File: src/include/slg_pkg.sv
// Package for the scan logic gate blocks
package slg_pkg;
  localparam int SLG_WIDTH = 8;
  localparam int SLG_XOR_WIDTH = 2;
  localparam logic [SLG_WIDTH-1:0] SLG_PREV_RESET = 8'h00;
  localparam logic [SLG_WIDTH-1:0] SLG_ALL_ONES = 8'hFF;
  localparam logic [SLG_WIDTH-1:0] SLG_ALL_ZEROS = 8'h00;

  typedef struct packed {
    logic [SLG_WIDTH-1:0] logic_in;
    logic [SLG_WIDTH-1:0] used;
  } slg_gate_in_t;

  typedef struct packed {
    logic conj;
    logic edge_qualified_conjunction;
    logic disj;
    logic inv;
    logic xor_out;
    logic nconj;
    logic edge_qualified_negated_conjunction;
    logic ndisj;
    logic rise_disj;
    logic fall_disj;
  } slg_outs_t;
endpackage

File: src/hw/slg_gates.sv
// Ten scan-driven logic function blocks
module slg_gates
  import slg_pkg::*;
(
  input wire logic clk_i,
  input wire logic resetn_i,
  input wire logic scan_tick_i,
  input wire logic scan_clear_i,
  input wire slg_gate_in_t conj_i,
  input wire slg_gate_in_t eq_conj_i,
  input wire slg_gate_in_t disj_i,
  input wire logic inv_i,
  input wire logic [SLG_XOR_WIDTH-1:0] xor_i,
  input wire slg_gate_in_t nconj_i,
  input wire slg_gate_in_t eq_nconj_i,
  input wire slg_gate_in_t ndisj_i,
  input wire slg_gate_in_t rise_i,
  input wire slg_gate_in_t fall_i,
  output slg_outs_t outs_o
);

  // Neutral fill for unconnected inputs
  logic [SLG_WIDTH-1:0] conj_v;
  logic [SLG_WIDTH-1:0] eq_conj_v;
  logic [SLG_WIDTH-1:0] disj_v;
  logic [SLG_WIDTH-1:0] nconj_v;
  logic [SLG_WIDTH-1:0] eq_nconj_v;
  logic [SLG_WIDTH-1:0] ndisj_v;
  logic [SLG_WIDTH-1:0] rise_v;
  logic [SLG_WIDTH-1:0] fall_v;
  logic [SLG_WIDTH-1:0] prev_eq_conj;
  logic [SLG_WIDTH-1:0] prev_eq_nconj;
  logic [SLG_WIDTH-1:0] prev_rise;
  logic [SLG_WIDTH-1:0] prev_fall;
  slg_outs_t next_outs;

  assign conj_v = conj_i.logic_in | ~conj_i.used;
  assign eq_conj_v = eq_conj_i.logic_in | ~eq_conj_i.used;
  assign nconj_v = nconj_i.logic_in | ~nconj_i.used;
  assign eq_nconj_v = eq_nconj_i.logic_in | ~eq_nconj_i.used;
  assign disj_v = disj_i.logic_in & disj_i.used;
  assign ndisj_v = ndisj_i.logic_in & ndisj_i.used;
  assign rise_v = rise_i.logic_in & rise_i.used;
  assign fall_v = fall_i.logic_in & fall_i.used;

  // Block results in ascending block order
  always_comb begin
    next_outs.conj = (conj_v == SLG_ALL_ONES);
    next_outs.edge_qualified_conjunction = (eq_conj_v == SLG_ALL_ONES)
      && (prev_eq_conj != SLG_ALL_ONES);
    next_outs.disj = (disj_v != SLG_ALL_ZEROS);
    next_outs.inv = ~inv_i;
    next_outs.xor_out = ^xor_i;
    next_outs.nconj = (nconj_v != SLG_ALL_ONES);
    next_outs.edge_qualified_negated_conjunction = (eq_nconj_v != SLG_ALL_ONES)
      && (prev_eq_nconj == SLG_ALL_ONES);
    next_outs.ndisj = (ndisj_v == SLG_ALL_ZEROS);
    next_outs.rise_disj = |(rise_v & ~prev_rise);
    next_outs.fall_disj = |(~fall_v & prev_fall);
  end

  // Outputs update once per scan
  always_ff @(posedge clk_i or negedge resetn_i) begin
    if (!resetn_i) begin
      outs_o <= '0;
    end else if (scan_clear_i) begin
      outs_o <= '0;
    end else if (scan_tick_i) begin
      outs_o <= next_outs;
    end
  end

  // Previous-scan input copies
  always_ff @(posedge clk_i or negedge resetn_i) begin
    if (!resetn_i) begin
      prev_eq_conj <= SLG_PREV_RESET;
      prev_eq_nconj <= SLG_PREV_RESET;
      prev_rise <= SLG_PREV_RESET;
      prev_fall <= SLG_PREV_RESET;
    end else if (scan_clear_i) begin
      prev_eq_conj <= SLG_PREV_RESET;
      prev_eq_nconj <= SLG_PREV_RESET;
      prev_rise <= SLG_PREV_RESET;
      prev_fall <= SLG_PREV_RESET;
    end else if (scan_tick_i) begin
      prev_eq_conj <= eq_conj_v;
      prev_eq_nconj <= eq_nconj_v;
      prev_rise <= rise_v;
      prev_fall <= fall_v;
    end
  end

endmodule // slg_gates

File: config.mk
export PLATFORM = sky130hd
export DESIGN_NAME = slg_gates
export DESIGN_NICKNAME = d
export VERILOG_FILES = /design/src/include/slg_pkg.sv /design/src/hw/slg_gates.sv
export SDC_FILE = /design/constraint.sdc
export NUM_CORES = 1
export LEC_CHECK = 0
export BUFFER_PORTS_ARGS = -buffer_cell sky130_fd_sc_hd__buf_2
export CAP_MARGIN = 10
export CORE_ASPECT_RATIO = 1.5
export CORE_UTILIZATION = 45
export CTS_CLUSTER_SIZE = 30
export DETAILED_ROUTE_END_ITERATION = 16
export GPL_TIMING_DRIVEN = 0
export PLACE_DENSITY_LB_ADDON = 0.15
export REMOVE_ABC_BUFFERS = 1
export SYNTH_ARGS = -nofsm -noshare
export SYNTH_HDL_FRONTEND = slang
export SYNTH_SLANG_ARGS = --single-unit
export TNS_END_PERCENT = 100
File: constraint.sdc
create_clock -name clk_i -period 3.35 [get_ports clk_i]
set_input_delay 0.335 -clock clk_i [delete_from_list [all_inputs] [get_ports clk_i]]
set_output_delay 0.335 -clock clk_i [all_outputs]
set_load 0.1 [all_outputs]
## Word level (Yosys, flattened, before mapping)

Index checks and enable logic that the tools add are counted.

| operators by class | value |
|---|---|
| muxes and demuxes | 10 |
| bitwise operators | 17 |
| reduce and logical (&&, ||, !) cells | 8 |
| equality and inequality tests | 6 |

Operators with widths:

| kind | number |
|---|---|
| two-way mux 8 bit | 8 |
| bitwise AND 8 bit | 6 |
| inverter 8 bit | 6 |
| bitwise OR 8 bit | 4 |
| == test 8 bit (second input constant) | 3 |
| inequality test 8 bit (second input constant) | 3 |
| two-way mux 10 bit | 2 |
| OR reduction 8 bit | 2 |
| zero test 8 bit | 1 |
| nonzero test 8 bit | 1 |
| logical AND 1 bit | 2 |
| nonzero test 2 bit | 1 |
| XOR reduction 2 bit | 1 |
| inverter 1 bit | 1 |

| word-level totals | value |
|---|---|
| output and inout port bits | 10 |
| register bits | 42 |
| input bits | 135 |
| word-level logic and storage cells | 55 |

## Longest topological paths before layout

Gate-level depths: netlist of the first run.

| depth | value |
|---|---|
| depth in word-level cells | 6 |
| depth in mapped cells | 6 |
| depth with buffers taken out | 4 |

## Worst setup path after synthesis of the first run

No wires, ideal clock.

| timing | value |
|---|---|
| kind | input-to-reg |
| from | in eq_conj_i[2] (netlist name) |
| to | reg outs_o[8] (netlist name) |
| arrival | 1.556 ns |
| setup time | 0.078 ns |
| path buffers | 0 |
| data required time | 3.272 ns |
| slack | 1.716 ns |
| stages on the path | 4 |
| path through | nor2b_4 > or4_1 > or4_1 > a21oi_1 |

| between the ends | value |
|---|---|
| longest elaborated chain between the ends | 6 |

RTL lines:

| what | RTL line | RTL |
|---|---|---|
| start, declared | slg_gates.sv:10 | `input wire slg_gate_in_t eq_conj_i,` |
| inverter 8 bit | slg_gates.sv:38 | `assign eq_conj_v = eq_conj_i.logic_in \| ~eq_conj_i.used;` |
| bitwise OR 8 bit | slg_gates.sv:38 |  |
| == test 8 bit | slg_gates.sv:49 | `next_outs.edge_qualified_conjunction = (eq_conj_v == SLG_ALL_ONES)` |
| logical AND 1 bit | slg_gates.sv:50 | `&& (prev_eq_conj != SLG_ALL_ONES);` |
| two-way mux 10 bit | slg_gates.sv:68 | `end else if (scan_tick_i) begin` |
| two-way mux 10 bit | slg_gates.sv:66 | `end else if (scan_clear_i) begin` |
| end signal, assigned | slg_gates.sv:69 | `outs_o <= next_outs;` |
| end, declared | slg_gates.sv:19 | `output slg_outs_t outs_o` |

No other way between the ends. The select of a mux whose other input is x is not followed.
A chain may end at the register's enable or synchronous reset.

## Final worst setup path of the first run

| timing | value |
|---|---|
| from | in scan_tick_i |
| to | reg outs_o[8] (netlist name) |

| between the ends | value |
|---|---|
| longest elaborated chain between the ends | 1 |

RTL lines:

| what | RTL line | RTL |
|---|---|---|
| start, declared | slg_gates.sv:7 | `input wire logic scan_tick_i,` |
| nonzero test 2 bit (no source line) | n/a |  |

No other way between the ends.

==> flow_summary.json, run 1 <==
{
  "ys_warn_count": 0,
  "clock_latency_ns": 0.29,
  "fin_crit_sh_pct": 57.75,
  "r2r_end": "outs_o[8]$_DFFE_PN0P_",
  "track_usage_pct": 20.60,
  "synth_edf_count": 0,
  "drtAntennaViolNets": 0,
  "htreeDepth": 2,
  "cts_buffer_depth": 2,
  "area_growth_pct": 38.84,
  "tightest_slew_ns": 1.215,
  "power.density_nw_per_um2": 384.3,
  "ys_ff_latch": 42,
  "grt.overflow.total": 0,
  "cts_root_buf": "clkbuf_8",
  "rsz0062_at_grt": "false",
  "outcome": "completed",
  "viasPerCell": 5.038,
  "vias": 2282,
  "drtIter0Drc": 111,
  "ctsHoldBuffers": 0,
  "crit_type": "input port to flop",
  "cts_made_buffers": 5,
  "final_common_cell": "buf_2",
  "antenna_found_initial": 0,
  "maxSlewHeadroom_pct": 19.03,
  "drv_slew": 0,
  "setup.worst_path.start_class": "input port",
  "drtPass1Iterations": 4,
  "p_leak_nw": 1.588,
  "drc": 0,
  "routabilityCongestion": 0.7768,
  "cts_setup_buffers": 0,
  "setup_violations": 0,
  "io-pin-count": 145,
  "cp.required_ns": 3.56,
  "synth_flop_cell": "dfrtp_1",
  "hold_viol": 0,
  "layout-drive-gt1-share_pct": 39.07,
  "layout_common_cells": "144 x buf_2, 42 x dfrtp_1, 24 x nand2b_1, 22 x nor2_1, 21 x a21oi_1",
  "die_y_um": 87.82,
  "fin_skew_ns": 0.01030,
  "first_global_vias": 2198,
  "crit_fanout": 79,
  "die_area_um2": 5200,
  "finalWirelength_um": 5070,
  "grt_max_degree": 80,
  "die_width_um": 59.22,
  "ys_seq_area_share_pct": 47.57,
  "max-cap-violations": 0,
  "antenna_cells": 0,
  "arrival_ns": 2.15,
  "num_rows": 30,
  "synthesis.area_per_instance_um2": 8.803,
  "fin_setup_tns_ns": 0,
  "clk_pin_slew_worst_paths_ns": 0.08,
  "timing.rr.start": "prev_eq_conj[7]$_DFFE_PN0P_",
  "initial_core_util_pct": 47.86,
  "grt_pass1_wl_um": 8300,
  "dp_slack_ns": 1.116,
  "ir_worst_vdd_mv": 0.1945,
  "cts_tree": "built",
  "yosysUniqueCellTypes": 30,
  "fin_crit_ns": 1.935,
  "hpwl_um": 3895,
  "fmax_ghz": 0.5169,
  "synth-async-reset-ratio_pct": 100.0,
  "r2r_slack_ns": 2.08,
  "syn_area_um2": 2210,
  "reg2reg_depth": 4,
  "wire_per_inst_um": 11.19,
  "cp-end-kind": "flop",
  "final_nets": 523,
  "fin_ws_ns": 1.415,
  "syn_inst": 251,
  "clock-sinks": 42,
  "io_buffers": 144,
  "ctsResizeCount": 0,
  "hold_path.class": "input port to asynchronous set/reset pin",
  "coreArea_um2": 4617
}
[sequential cells by signal, summed over array words and instances, names as in the netlist]
name / flops
outs_o: 10
prev_eq_conj: 8
prev_eq_nconj: 8
prev_fall: 8
prev_rise: 8
[worst max-delay path: stages]
cell     delay [ns]
buf_2          0.86
o21ai_0        0.27
or4_1          0.48
a21oi_1        0.13
[cells in the mapped netlist (2+ instances only)]
cell | number | area [um2]
clkbuf_1 | 13 | 48.80
nor2_1 | 22 | 82.58
a311oi_1 | 5 | 43.79
inv_1 | 20 | 75.07
nand3_1 | 17 | 85.08
or4_1 | 2 | 15.01
and3_1 | 2 | 12.51
a22o_1 | 2 | 17.52
nor2b_1 | 11 | 68.82
a21oi_1 | 21 | 105.1
nor3_1 | 3 | 15.01
a222oi_1 | 3 | 30.03
nand4_1 | 5 | 31.28
nand2b_1 | 24 | 150.1
o22ai_1 | 5 | 31.28
a211oi_1 | 12 | 90.09
o21ai_0 | 3 | 15.01
nand2_1 | 18 | 67.56
mux2i_1 | 4 | 40.04
a22oi_1 | 8 | 60.06
dfrtp_1 | 42 | 1051
[per-layer routing]
metal,track usage [%],routed length [um]
met5,0,0
met1,20.65,1931
met2,39.12,2710
met4,9.307,82
met3,4.431,346
[worst max path at each step]
| stage | startpoint | endpoint | slack, ns | depth (start not counted) |
|---|---|---|---|---|
| 3_3_place_gp | scan_tick_i | outs_o[8]$_DFFE_PN0P_ | 1.13 | 4 |
| 4_1_cts | scan_tick_i | outs_o[8]$_DFFE_PN0P_ | 1.43 | 4 |
| 6_report | scan_tick_i | outs_o[8]$_DFFE_PN0P_ | 1.42 | 4 |
| 3_5_place_dp | scan_tick_i | outs_o[8]$_DFFE_PN0P_ | 1.12 | 4 |
| 2_1_floorplan | eq_conj_i[2] | outs_o[8]$_DFFE_PN0P_ | 1.72 | 4 |
| 5_1_grt | scan_tick_i | outs_o[8]$_DFFE_PN0P_ | 1.25 | 4 |
[metrics by stage]
| stage | total power (W) | hold WS [ns] | cell area (um2) | instances | util, % |
|---|---|---|---|---|---|
| floorplan | 0.0006748 | 0.03941 | 2157 | 237 | - |
| global placement | 0.0007999 | 0.5027 | 2958 | 445 | 64.07 |
| detailed placement | 0.0008046 | 0.5111 | 2958 | 445 | 64.07 |
| CTS | 0.001194 | 0.1905 | 3068 | 453 | 66.45 |
| global route | 0.001244 | 0.2328 | 3068 | 453 | 66.45 |
| finish | 0.001179 | 0.1700 | 3068 | 453 | 66.45 |
[logic make-up after synthesis]
family | share of synthesized area [%]
AND/OR/NAND/NOR | 24.80
AO/OA/AOI/OAI | 19.65
flip-flops | 47.57
buffers and inverters | 5.776
multiplexers | 1.812
XOR/XNOR | 0.3964
[report_power, final]
part	switching (W)	leakage (nW)	internal, W
sequential	0.0000142	0.556	0.000534
clock	0.000165	0.0514	0.000222
combinational	0.000138	0.981	0.000106
[layout make-up]
type | instances | area, um2
Inverter | 20 | 75.07
Clock inverter | 2 | 37.54
Tap cell | 64 | 80.08
Multi-Input combinational cell | 175 | 1031
Fill cell | 420 | 1549
Timing Repair Buffer | 144 | 720.7
Sequential cell | 42 | 1051
Clock buffer | 6 | 72.57
No activity file was read; power rests on OpenSTA's default activity.
==> run 2, diff against run 1 <==
- ABC_AREA: not set -> 1
- CORE_UTILIZATION: 45 -> 38
- clock period: 3.35 -> 1.7 ns (I/O delays scaled with it)
==> run 2 against run 1 <==
Compared with the run above:
- non-clock buffer count stayed put
- sequential share of layout area grew 0.28 points
- worst setup slack lost 0.98 ns
- core utilization decreased by 11 points
- design area is 0.82% lower
- via count increased by 3.0%
- flip-flop and latch count did not move
- register-to-register slack worse by 1.3 ns
- global-route usage down 2.8 points
==> flow_summary.json, run 2 <==
{
  "outcome": "completed",
  "synth_edf_count": 0,
  "ys_warn_count": 0,
  "antenna_found_initial": 0,
  "drtIter0Drc": 71,
  "layout_common_cells": "144 x buf_2, 111 x nand2_1, 42 x inv_1, 42 x dfrtp_1, 25 x o21ai_0",
  "synth.area.top_cells": "dfrtp_1 48%, nand2_1 19%, inv_1 7.2%",
  "cts_setup_buffers": 0,
  "io_buffers": 144,
  "grt.overflow.total": 0,
  "drv_slew": 0,
  "area_growth_pct": 39.05,
  "hold_viol": 0,
  "num_rows": 33,
  "viasPerCell": 4.619,
  "initial_core_util_pct": 39.85,
  "track_usage_pct": 17.84,
  "cts_tree": "built",
  "wire_per_inst_um": 10.62,
  "die_width_um": 63.96,
  "slowest_stage": "buf_2",
  "dp_slack_ns": 0.1137,
  "cp.required_ns": 1.53,
  "routabilityCongestion": 0.7992,
  "die_y_um": 94.94,
  "fin_skew_ns": 0.002672,
  "top_register": "outs_o",
  "ctsResizeCount": 0,
  "p_leak_nw": 1.814,
  "synthesis.area_per_instance_um2": 7.469,
  "synth-async-reset-ratio_pct": 100.0,
  "r2r_end": "outs_o[1]$_DFFE_PN0P_",
  "first_global_vias": 2041,
  "final_common_cell": "buf_2",
  "slowest_delay_ns": 0.43,
  "reg2reg_depth": 7,
  "synth_common_cells": "111 x nand2_1, 42 x dfrtp_1, 42 x inv_1",
  "vias": 2351,
  "layout-drive-gt1-share_pct": 35.31,
  "timing.rr.start": "prev_rise[6]$_DFFE_PN0P_",
  "multi_input_area_um2": 922.1,
  "grt_max_degree": 43,
  "finalWirelength_um": 5404,
  "clock_latency_ns": 0.28,
  "synth_flop_cell": "dfrtp_1",
  "crit_fanout": 2,
  "tightest_slew_ns": 0.9404,
  "clock-sinks": 42,
  "worstPathCellList": "buf_2",
  "path_buf_inv": 1,
  "ys_ff_latch": 42,
  "yosysMostFrequentCell": "nand2_1",
  "grt_pass1_wl_um": 8383,
  "final_nets": 573,
  "ctsHoldBuffers": 0,
  "clk_pin_slew_worst_paths_ns": 0.07,
  "setup.worst_path.start_class": "flop",
  "antenna_cells": 0,
  "yosysUniqueCellTypes": 20,
  "maxSlewHeadroom_pct": 37.31,
  "ys_seq_area_share_pct": 48.03,
  "drc": 0,
  "yosysTopAreaCell": "dfrtp_1",
  "largest_reg_flops": 10,
  "cts_root_buf": "clkbuf_8",
  "fin_ws_ns": 0.4390,
  "fin_crit_sh_pct": 74.18,
  "max-cap-violations": 0,
  "final_area_um2": 3043,
  "fmax_ghz": 0.7930,
  "die_area_um2": 6072,
  "fin_crit_ns": 1.261,
  "coreArea_um2": 5492,
  "io-pin-count": 145,
  "hold_path.class": "input port to asynchronous set/reset pin",
  "power.density_nw_per_um2": 724.1,
  "syn_area_um2": 2188,
  "htreeDepth": 2,
  "placed_area_um2": 2952,
  "cts_made_buffers": 5,
  "crit_type": "flop to primary output",
  "rsz0062_at_grt": "false",
  "synth_top_area_share_pct": 48.03,
  "drtPass1Iterations": 4,
  "fillers": 548,
  "cp-end-kind": "primary output",
  "setup_violations": 0,
  "syn_inst": 293,
  "drtAntennaViolNets": 0,
  "hpwl_um": 4228,
  "r2r_slack_ns": 0.83,
  "path_delay_family": "buffers and inverters",
  "fin_setup_tns_ns": 0,
  "ir_worst_vdd_mv": 0.3229,
  "arrival_ns": 1.09,
  "regArea_um2": 1051,
  "cts_buffer_depth": 2
}
[run 2: changes by cell type in the layout (fill, tap and decap cells not counted), sizes merged, moves of 4 or more]
cell / delta
a211oi: -12
a21oi: -21
a22o: +12
a22oi: -8
a311oi: -5
inv: +24
mux2i: -4
nand2: +94
nand2b: -24
nor2b: -12
o21ai: +25
o22ai: -4
[run 2: where the power goes]
| part | leakage (nW) | switching [W] | internal, W |
|---|---|---|---|
| Clock | 0.0482 | 0.000319 | 0.000328 |
| Combinational | 1.21 | 0.000284 | 0.000192 |
| Sequential | 0.559 | 0.0000281 | 0.00105 |
| Total | 1.81 | 0.000631 | 0.00157 |
[run 2: cells by family after synthesis]
logic type | Yosys count | synth area share (%)
simple gates | 157 | 29.45
buf+inv | 50 | 9.834
compound gates | 43 | 12.29
flops | 42 | 48.03
xor+xnor | 1 | 0.4003
[run 2: layer usage]
metal / part of all wire (%) / wire length (um) / GRT usage, %
met1: 39 / 2128 / 18.60
met2: 52 / 2831 / 35.11
met3: 7.2 / 389 / 3.261
met4: 1.0 / 55 / 5.682
met5: 0 / 0 / 0
[run 2: area by class of cell]
type / count / share of cell area, %
clock buffer: 7 / 2.837
clock inverter: 1 / 0.1645
inverter: 44 / 5.592
multi-input combinational: 201 / 30.30
sequential: 42 / 34.54
tap: 70 / 2.878
timing repair buffer: 144 / 23.68
[run 2: metrics by stage]
step	cells	total power [W]	utilization [%]	hold slack, ns
after floorplan	287	0.001347	-	-0.1256
after global placement	501	0.001573	53.75	0.3648
after detailed placement	501	0.001584	53.75	0.3677
after CTS	509	0.002240	55.41	0.05019
after global routing	509	0.002321	55.41	0.09701
final	509	0.002203	55.41	0.02859
[run 2: how the worst max path moves through the flow]
stage,from,end,cells after the start
after global placement,scan_clear_i,prev_rise[1]$_DFFE_PN0P_,4
after CTS,outs_o[0]$_DFFE_PN0P_,outs_o[0],1
after global routing,scan_clear_i,prev_rise[1]$_DFFE_PN0P_,4
after detailed placement,scan_clear_i,prev_rise[0]$_DFFE_PN0P_,4
final,outs_o[0]$_DFFE_PN0P_,outs_o[0],1
after floorplan,outs_o[5]$_DFFE_PN0P_,outs_o[5]$_DFFE_PN0P_,2
